<file path="config.mk">
export PLATFORM = sky130hd
export DESIGN_NAME = psemc_regs
export DESIGN_NICKNAME = d
export VERILOG_FILES = /design/src/hdl/psemc_pkg.sv /design/src/hdl/psemc_regs.sv /design/src/hdl/psemc_symbol_counter.sv
export VERILOG_INCLUDE_DIRS = /design/src /design/src/hdl
export SDC_FILE = /design/constraint.sdc
export NUM_CORES = 1
export LEC_CHECK = 0
export ABC_AREA = 1
export BUFFER_PORTS_ARGS = -buffer_cell sky130_fd_sc_hd__buf_2
export CAP_MARGIN = 10
export CORE_MARGIN = 2
export CORE_UTILIZATION = 50
export DETAILED_ROUTE_END_ITERATION = 10
export PLACE_DENSITY = 0.78
export SKIP_CTS_REPAIR_TIMING = 1
export SYNTH_ARGS = -nofsm -noshare
export SYNTH_HDL_FRONTEND = slang
export SYNTH_HIERARCHICAL = 1
export SYNTH_SLANG_ARGS = --single-unit
</file>
<file path="constraint.sdc">
create_clock -name pclk -period 1.65 [get_ports pclk]
set_clock_uncertainty 0.1 [all_clocks]
set_input_delay 0.33 -clock pclk [delete_from_list [all_inputs] [get_ports pclk]]
set_output_delay 0.33 -clock pclk [all_outputs]
set_load 0.005 [all_outputs]
</file>
<file path="src/hdl/psemc_defs.svh">
// offsets, field positions, reset values and widths of the symbol error / crossover block
`ifndef PSEMC_DEFS_SVH
`define PSEMC_DEFS_SVH

// register indices; byte address is four times the index
`define PSEMC_IDX_SYMBOL_ERROR_COUNT 6'h1A
`define PSEMC_IDX_SPECIAL_CONTROL 6'h1B
`define PSEMC_IDX_IRQ_STATUS 6'h1C
`define PSEMC_IDX_IRQ_MASK 6'h1D

// field positions of special_control_status
`define PSEMC_BIT_CROSSOVER_SOURCE 15
`define PSEMC_BIT_CROSSOVER_ENABLE 14
`define PSEMC_BIT_CROSSOVER_STATE 13
`define PSEMC_BIT_HEARTBEAT_DISABLE 11
`define PSEMC_BIT_FAR_END_FAULT 5
`define PSEMC_BIT_POLARITY 4

// reset values
`define PSEMC_RST_SYMBOL_ERROR_COUNT 16'h0000
`define PSEMC_RST_CROSSOVER_SOURCE 1'h0
`define PSEMC_RST_CROSSOVER_ENABLE 1'h0
`define PSEMC_RST_CROSSOVER_STATE 1'h0
`define PSEMC_RST_HEARTBEAT_DISABLE 1'h0
`define PSEMC_RST_FAR_END_FAULT 1'h0
`define PSEMC_RST_POLARITY 1'h0
`define PSEMC_RST_IRQ_STATUS 3'h0
`define PSEMC_RST_IRQ_MASK 3'h0

// interrupt status / mask layout
`define PSEMC_IRQ_WIDTH 3
`define PSEMC_IRQ_BIT_COUNT 0
`define PSEMC_IRQ_BIT_WRAP 1
`define PSEMC_IRQ_BIT_POLARITY 2

`endif

</file>
<file path="src/hdl/psemc_pkg.sv">
// types shared by the symbol error / crossover control block
package psemc_pkg;

    typedef enum logic [1:0] {
        mdix_straight,
        mdix_crossed,
        mdix_auto
    } psemc_mdix_t;

    typedef enum logic [1:0] {
        pkt_idle,
        pkt_clean,
        pkt_counted
    } psemc_pkt_state_t;

endpackage : psemc_pkg

</file>
<file path="src/hdl/psemc_regs.sv">
// symbol error counter and special control/status registers on APB
`timescale 1ns/1ps
`include "psemc_defs.svh"
module psemc_regs #(
    parameter int COUNT_WIDTH = 16,
    parameter int ADDR_WIDTH = 8
) (
    // clock and chip-level reset
    input wire logic pclk,
    input wire logic presetn,
    // apb slave
    input wire logic psel,
    input wire logic penable,
    input wire logic pwrite,
    input wire logic [ADDR_WIDTH-1:0] paddr,
    input wire logic [31:0] pwdata,
    input wire logic [3:0] pstrb,
    output logic [31:0] prdata,
    output logic pready,
    output logic pslverr,
    // port mode and soft reset
    input wire logic phy_soft_reset,
    input wire logic fiber_mode_strap,
    input wire logic mode_100tx,
    input wire logic mode_10t,
    // receive symbols
    input wire logic rx_symbol_valid,
    input wire logic rx_symbol_invalid,
    input wire logic rx_packet_active,
    input wire logic rx_polarity_reversed,
    // physical layer controls
    output logic mdix_auto,
    output logic mdix_crossed,
    output logic heartbeat_test_enable,
    output logic far_end_fault_gen_enable,
    output logic far_end_fault_det_enable,
    // interrupt
    output logic irq
);

    generate
        if (COUNT_WIDTH != 16) begin : g_bad_count
            $error("psemc_regs: COUNT_WIDTH must be 16 to fit its register");
        end
        if (ADDR_WIDTH < 8) begin : g_bad_addr
            $error("psemc_regs: ADDR_WIDTH must be at least 8");
        end
    endgenerate

    // ------------------------------------------------------------------
    // bus decode
    // ------------------------------------------------------------------
    logic setup_phase;
    logic access_phase;
    logic [5:0] word_idx;
    logic sel_count;
    logic sel_special;
    logic sel_status;
    logic sel_mask;
    logic addr_hit;
    logic wr_low;
    logic wr_high;
    logic wr_special;
    logic wr_status;
    logic wr_mask;

    assign setup_phase = psel & ~penable;
    assign access_phase = psel & penable;
    assign word_idx = paddr[7:2];
    assign sel_count = (word_idx == `PSEMC_IDX_SYMBOL_ERROR_COUNT);
    assign sel_special = (word_idx == `PSEMC_IDX_SPECIAL_CONTROL);
    assign sel_status = (word_idx == `PSEMC_IDX_IRQ_STATUS);
    assign sel_mask = (word_idx == `PSEMC_IDX_IRQ_MASK);
    // upper address bits must be zero too
    assign addr_hit = (sel_count | sel_special | sel_status | sel_mask)
                    & (paddr[1:0] == 2'h0)
                    & ~(|(paddr >> 8));
    assign wr_low = access_phase & pwrite & addr_hit & pstrb[0];
    assign wr_high = access_phase & pwrite & addr_hit & pstrb[1];
    // count register has no write path at all
    assign wr_special = sel_special;
    assign wr_status = sel_status & wr_low;
    assign wr_mask = sel_mask & wr_low;

    // zero wait states; data was captured in the setup cycle
    assign pready = access_phase;
    assign pslverr = access_phase & ~addr_hit;

    // ------------------------------------------------------------------
    // symbol error counter
    // ------------------------------------------------------------------
    logic [COUNT_WIDTH-1:0] sym_count;
    logic sym_incr;
    logic sym_wrap;
    logic count_allow;

    assign count_allow = mode_100tx & ~mode_10t;

    psemc_symbol_counter #(
        .WIDTH(COUNT_WIDTH)
    ) u_counter (
        .pclk(pclk),
        .presetn(presetn),
        .soft_clear(phy_soft_reset),
        .count_allow(count_allow),
        .sym_valid(rx_symbol_valid),
        .sym_invalid(rx_symbol_invalid),
        .pkt_active(rx_packet_active),
        .count(sym_count),
        .incr_pulse(sym_incr),
        .wrap_pulse(sym_wrap)
    );

    // ------------------------------------------------------------------
    // special control/status: soft-reset-proof bits
    // ------------------------------------------------------------------
    logic xover_src_ff;
    logic xover_en_ff;
    logic xover_state_ff;
    logic sqe_off_ff;
    logic nxt_xover_src;
    logic nxt_xover_en;
    logic nxt_xover_state;
    logic nxt_sqe_off;

    // soft reset deliberately leaves these alone
    always_comb begin
        nxt_xover_src = xover_src_ff;
        nxt_xover_en = xover_en_ff;
        nxt_xover_state = xover_state_ff;
        nxt_sqe_off = sqe_off_ff;
        if (wr_special & wr_high) begin
            nxt_xover_src = pwdata[`PSEMC_BIT_CROSSOVER_SOURCE];
            nxt_xover_en = pwdata[`PSEMC_BIT_CROSSOVER_ENABLE];
            nxt_xover_state = pwdata[`PSEMC_BIT_CROSSOVER_STATE];
            nxt_sqe_off = pwdata[`PSEMC_BIT_HEARTBEAT_DISABLE];
        end
    end

    always_ff @(posedge pclk or negedge presetn) begin
        if (!presetn) begin
            xover_src_ff <= `PSEMC_RST_CROSSOVER_SOURCE;
            xover_en_ff <= `PSEMC_RST_CROSSOVER_ENABLE;
            xover_state_ff <= `PSEMC_RST_CROSSOVER_STATE;
            sqe_off_ff <= `PSEMC_RST_HEARTBEAT_DISABLE;
        end else begin
            xover_src_ff <= nxt_xover_src;
            xover_en_ff <= nxt_xover_en;
            xover_state_ff <= nxt_xover_state;
            sqe_off_ff <= nxt_sqe_off;
        end
    end

    // ------------------------------------------------------------------
    // special control/status: far-end fault and polarity
    // ------------------------------------------------------------------
    logic fefi_ff;
    logic nxt_fefi;
    logic strap_done_ff;
    logic nxt_strap_done;
    logic polarity_ff;
    logic nxt_polarity;

    // the strap is a port, so it is loaded one clock after release, not in reset
    always_comb begin
        nxt_fefi = fefi_ff;
        nxt_strap_done = 1'b1;
        nxt_polarity = polarity_ff;
        if (!strap_done_ff || phy_soft_reset) begin
            nxt_fefi = fiber_mode_strap;
        end else if (wr_special & wr_low) begin
            nxt_fefi = pwdata[`PSEMC_BIT_FAR_END_FAULT];
        end
        if (phy_soft_reset) begin
            nxt_polarity = `PSEMC_RST_POLARITY;
        end else if (mode_10t) begin
            nxt_polarity = rx_polarity_reversed;
        end
    end

    always_ff @(posedge pclk or negedge presetn) begin
        if (!presetn) begin
            fefi_ff <= `PSEMC_RST_FAR_END_FAULT;
            strap_done_ff <= 1'b0;
            polarity_ff <= `PSEMC_RST_POLARITY;
        end else begin
            fefi_ff <= nxt_fefi;
            strap_done_ff <= nxt_strap_done;
            polarity_ff <= nxt_polarity;
        end
    end

    // ------------------------------------------------------------------
    // interrupt status and mask
    // ------------------------------------------------------------------
    logic [`PSEMC_IRQ_WIDTH-1:0] irq_status_ff;
    logic [`PSEMC_IRQ_WIDTH-1:0] nxt_irq_status;
    logic [`PSEMC_IRQ_WIDTH-1:0] irq_mask_ff;
    logic [`PSEMC_IRQ_WIDTH-1:0] nxt_irq_mask;
    logic [`PSEMC_IRQ_WIDTH-1:0] irq_events;
    logic [`PSEMC_IRQ_WIDTH-1:0] irq_clear;

    always_comb begin
        irq_events = '0;
        irq_events[`PSEMC_IRQ_BIT_COUNT] = sym_incr;
        irq_events[`PSEMC_IRQ_BIT_WRAP] = sym_wrap;
        irq_events[`PSEMC_IRQ_BIT_POLARITY] = nxt_polarity ^ polarity_ff;
        irq_clear = wr_status ? pwdata[`PSEMC_IRQ_WIDTH-1:0] : '0;
        // an event landing with its clear stays set
        nxt_irq_status = (irq_status_ff & ~irq_clear) | irq_events;
        nxt_irq_mask = wr_mask ? pwdata[`PSEMC_IRQ_WIDTH-1:0] : irq_mask_ff;
    end

    always_ff @(posedge pclk or negedge presetn) begin
        if (!presetn) begin
            irq_status_ff <= `PSEMC_RST_IRQ_STATUS;
            irq_mask_ff <= `PSEMC_RST_IRQ_MASK;
        end else begin
            irq_status_ff <= nxt_irq_status;
            irq_mask_ff <= nxt_irq_mask;
        end
    end

    assign irq = |(irq_status_ff & irq_mask_ff);

    // ------------------------------------------------------------------
    // read data, captured in the setup cycle
    // ------------------------------------------------------------------
    logic [31:0] prdata_ff;
    logic [31:0] nxt_prdata;
    logic [15:0] special_word;

    always_comb begin
        special_word = 16'h0000;
        special_word[`PSEMC_BIT_CROSSOVER_SOURCE] = xover_src_ff;
        special_word[`PSEMC_BIT_CROSSOVER_ENABLE] = xover_en_ff;
        special_word[`PSEMC_BIT_CROSSOVER_STATE] = xover_state_ff;
        special_word[`PSEMC_BIT_HEARTBEAT_DISABLE] = sqe_off_ff;
        special_word[`PSEMC_BIT_FAR_END_FAULT] = fefi_ff;
        special_word[`PSEMC_BIT_POLARITY] = polarity_ff;
        nxt_prdata = prdata_ff;
        if (setup_phase && !pwrite) begin
            nxt_prdata = 32'h0000_0000;
            if (!addr_hit) begin
                // refused reads give zero even when the word index matches
                nxt_prdata = 32'h0000_0000;
            end else if (sel_count) begin
                // reading has no side effect on the count
                nxt_prdata[15:0] = sym_count;
            end else if (sel_special) begin
                nxt_prdata[15:0] = special_word;
            end else if (sel_status) begin
                nxt_prdata[`PSEMC_IRQ_WIDTH-1:0] = irq_status_ff;
            end else if (sel_mask) begin
                nxt_prdata[`PSEMC_IRQ_WIDTH-1:0] = irq_mask_ff;
            end
        end
    end

    always_ff @(posedge pclk or negedge presetn) begin
        if (!presetn) begin
            prdata_ff <= 32'h0000_0000;
        end else begin
            prdata_ff <= nxt_prdata;
        end
    end

    assign prdata = prdata_ff;

    // ------------------------------------------------------------------
    // crossover and physical layer controls
    // ------------------------------------------------------------------
    psemc_pkg::psemc_mdix_t mdix_mode;

    // the reserved 11 code falls back to automatic as the least harmful choice
    always_comb begin
        if (!xover_src_ff) begin
            mdix_mode = psemc_pkg::mdix_auto;
        end else begin
            case ({xover_en_ff, xover_state_ff})
                2'h0: mdix_mode = psemc_pkg::mdix_straight;
                2'h1: mdix_mode = psemc_pkg::mdix_crossed;
                2'h2: mdix_mode = psemc_pkg::mdix_auto;
                default: mdix_mode = psemc_pkg::mdix_auto;
            endcase
        end
    end

    assign mdix_auto = (mdix_mode == psemc_pkg::mdix_auto);
    assign mdix_crossed = (mdix_mode == psemc_pkg::mdix_crossed);
    assign heartbeat_test_enable = ~sqe_off_ff;
    assign far_end_fault_gen_enable = fefi_ff;
    assign far_end_fault_det_enable = fefi_ff;

endmodule : psemc_regs

</file>
<file path="src/hdl/psemc_symbol_counter.sv">
// symbol error counter, one per packet or per idle error, with wrap-around
`timescale 1ns/1ps
module psemc_symbol_counter #(
    parameter int WIDTH = 16
) (
    // clock and reset
    input wire logic pclk,
    input wire logic presetn,
    input wire logic soft_clear,
    // receive symbol stream
    input wire logic count_allow,
    input wire logic sym_valid,
    input wire logic sym_invalid,
    input wire logic pkt_active,
    // result
    output logic [WIDTH-1:0] count,
    output logic incr_pulse,
    output logic wrap_pulse
);

    generate
        if (WIDTH < 2) begin : g_bad_width
            $error("psemc_symbol_counter: WIDTH must be at least 2");
        end
    endgenerate

    psemc_pkg::psemc_pkt_state_t state_ff;
    psemc_pkg::psemc_pkt_state_t nxt_state;
    logic [WIDTH-1:0] count_ff;
    logic [WIDTH-1:0] nxt_count;
    logic incr_ff;
    logic nxt_incr;
    logic wrap_ff;
    logic nxt_wrap;
    logic hit;
    logic bump;

    // frozen outside 100 Mb/s twisted-pair receive
    assign hit = count_allow & sym_valid & sym_invalid;

    always_comb begin
        nxt_state = state_ff;
        bump = 1'b0;
        case (state_ff)
            psemc_pkg::pkt_idle: begin
                // idle errors count one each
                bump = hit;
                if (pkt_active) begin
                    nxt_state = hit ? psemc_pkg::pkt_counted : psemc_pkg::pkt_clean;
                end
            end
            psemc_pkg::pkt_clean: begin
                bump = hit;
                if (!pkt_active) begin
                    nxt_state = psemc_pkg::pkt_idle;
                end else if (hit) begin
                    nxt_state = psemc_pkg::pkt_counted;
                end
            end
            psemc_pkg::pkt_counted: begin
                // further errors in this packet are swallowed
                bump = hit & ~pkt_active;
                if (!pkt_active) begin
                    nxt_state = psemc_pkg::pkt_idle;
                end
            end
            default: begin
                nxt_state = psemc_pkg::pkt_idle;
            end
        endcase
        // plain add wraps all-ones back to zero
        nxt_count = bump ? count_ff + {{(WIDTH-1){1'b0}}, 1'b1} : count_ff;
        nxt_incr = bump;
        nxt_wrap = bump & (&count_ff);
        if (soft_clear) begin
            nxt_state = psemc_pkg::pkt_idle;
            nxt_count = '0;
            nxt_incr = 1'b0;
            nxt_wrap = 1'b0;
        end
    end

    always_ff @(posedge pclk or negedge presetn) begin
        if (!presetn) begin
            state_ff <= psemc_pkg::pkt_idle;
            count_ff <= '0;
            incr_ff <= 1'b0;
            wrap_ff <= 1'b0;
        end else begin
            state_ff <= nxt_state;
            count_ff <= nxt_count;
            incr_ff <= nxt_incr;
            wrap_ff <= nxt_wrap;
        end
    end

    assign count = count_ff;
    assign incr_pulse = incr_ff;
    assign wrap_pulse = wrap_ff;

endmodule : psemc_symbol_counter

</file>
==> qor.csv <==
metric,value,unit
clock latency on the worst-skew pair,0.30,ns
"Area growth, synth to finish",16.9,%
FF-to-FF path depth,8,
DP HPWL,4360,um
MaxCap Viol Count,0,
Fin. Hold Viols,0,
Synth Area per Inst,7.30,um2
Hold EP,xover_src_ff,
First-pass DRT Iterations,4,
outcome,completed,
fillers,526,
Synth async-reset ratio,100,%
post-synth top area cell,dfrtp_1,
PD cells,706,nW/um2
adder-cell area share of the yosys netlist,0.455,%
num ports,97,
Setup TNS Final,0,ns
Final GP Congestion,0.873,
routed vias/inst,4.94,
RSZ-0062 raised after global routing,false,
CP Launch Type,flip-flop,
Layout Nets,498,
mux cell area share after synthesis,0,%
cts bufs inserted,5,
Worst Path Max Fanout,4,
post-synth design cell area,2750,um2
min Tclk post-route,1.51,ns
largest net degree at the start of global routing,50,
die area,6110,um2
Compound-Gate Fraction of Synth Area,4.09,%
first-pass GRT wire length,10500,um
xor/xnor share of the synthesized area,0.318,%
ant diodes,0,
count of pins over their slew limit,0,
crit path kind,reg -> reg,
largest family of logic cells by synthesized area,simple AND/OR/NAND/NOR gates,
fmax,662,MHz
initial antenna violation count,0,
H-Tree Depth,2,
core area,5410,um2
"CTS clk-pin slew, worst paths",0.09,ns
Via Count,2530,
Worst EP required,1.75,ns
synth top area cells,"dfrtp_1 (45%), nand2_1 (17%), nand3_1 (8.9%)",
Netlist cell types,26,
Final setup viols,0,
Synth Instances,377,
"non-filler cells, final",512,
Leak Pwr,1.73,nW
Routed WL,5840,um
Critical Path AT,1.61,ns
FF/Latch Area,1230,um2
placed insts,503,
Main synth FF type,dfrtp_1,
DIE HEIGHT,78.2,um
Initial Util,50.9,%
Worst setup EP type,flip-flop,
area of the multi-input gates,1260,um2
Worst R2R End,u_counter/count[12],
commonest cells in the netlist,"nand2_1 (123), dfrtp_1 (49), nand3_1 (49), nor2_1 (40), inv_1 (33)",
clock net sink count,49,
Post-synth EDFFs,0,
Worst R2R Start,u_counter/count[1],
Hold Crit Start,pwdata[15],
"setup slack, reg-to-reg",0.14,ns
period utilisation layout,91.6,%
Residual DRC,0,
post-synthesis register bit count,49,
Synth Warn #,6,
Hold Crit Depth,3,
share of layout cells above drive strength 1,22.3,%
post-route ant nets,0,
die width,78.2,um
sequential cell area fraction in the yosys report,44.6,%
I/O Buffers,54,
CTS tree,built,
initial DRC count,179,
Hold Crit Class,in -> reg,
post-synth top area share,44.6,%
Simple-Gate Fraction of Synth Area,38.7,%
GRT Overall Usage,21.5,%
wire per inst,11.4,um
Site Rows,27,
Clock Path Buffers,2,
clock root buffer,clkbuf_8,
vias in the first global route,2403,
Max VDD drop,0.000412,V
cell with the most instances after synthesis,nand2_1,
grt total ovfl,0,
-- registers in the layout, summed over array words and instances, names as in the netlist --
register and count:
xover_src_ff 1, u_counter/incr_pulse 1, strap_done_ff 1, u_counter/state_ff 2, u_counter/count 16, prdata 16
u_counter/wrap_pulse 1, sqe_off_ff 1, polarity_ff 1, irq_status_ff 3, irq_mask_ff 3, xover_state_ff 1
far_end_fault_det_enable 1, xover_en_ff 1
-- worst max-delay path, cell delays in order (launching register included) --
cell	delay, ns
dfrtp_1	0.38
ha_1	0.19
nand2_2	0.09
nor2_4	0.12
nand2_1	0.08
nor2_2	0.17
nand3_1	0.16
nand2_1	0.09
nor2_1	0.04
-- stage by stage --
step,area [um2],hold WS (ns),power (mW),worst slack [ns],util [%]
after floorplan,2810,-0.0656,1.39,0.279,-
after global placement,3100,0.237,1.46,0.0831,57.3
after detailed placement,3100,0.241,1.47,0.0356,57.3
after CTS,3200,-0.0953,2.30,0.0805,59.2
after global routing,3220,0.137,2.39,0.0399,59.5
final,3220,0.129,2.27,0.139,59.5
-- how the worst max path moves through the flow --
stage	endpoint	start	depth (start not counted)
detailed placement	irq_mask_ff[0]	paddr[6]	10
global route	u_counter/count[14]	u_counter/count[7]	7
CTS	u_counter/count[12]	u_counter/count[1]	8
finish	u_counter/count[12]	u_counter/count[1]	8
floorplan	u_counter/count[12]	u_counter/count[0]	8
global placement	irq_mask_ff[0]	paddr[7]	9
-- final cells by class --
class	count	area share (%)
Timing Repair Buffer	63	11.7
Multi-Input combinational cell	279	39.2
Tap cell	72	2.80
Clock buffer	5	2.14
Clock inverter	2	1.09
Inverter	42	4.90
Sequential cell	49	38.1
-- layer usage --
layer	track usage, %	routed length [um]	vias up
met1	27.3	2560	1164
met4	8.25	129	0
met2	36.1	2870	79
met3	4.37	289	15
li1	-	-	1272
met5	0	0	-
-- power by group --
| part | switching [mW] | leakage, nW | internal (mW) |
|---|---|---|---|
| registers | 0.0115 | 0.647 | 1.22 |
| logic | 0.140 | 1.03 | 0.0775 |
| clock network | 0.385 | 0.0540 | 0.441 |
-- layout by cell type (no fill, tap or decap), types with 3 or more instances in the layout --
cell,n
nor2_2,3
inv_2,9
nand2_2,7
buf_12,3
buf_4,5
nand2_1,123
dfrtp_1,49
clkbuf_8,5
a21oi_1,8
nand4_1,3
nor2_1,40
inv_1,33
conb_1,17
nand3_1,49
o21ai_0,11
nor2_4,6
buf_2,54
-- cells by family after synthesis --
family          Yosys count
compound gates           22
xor+xnor                  1
fa+ha+maj                 1
buf+inv                  64
flops                    49
other cells               2
simple gates            238
No activity file was read; power rests on OpenSTA's default activity.
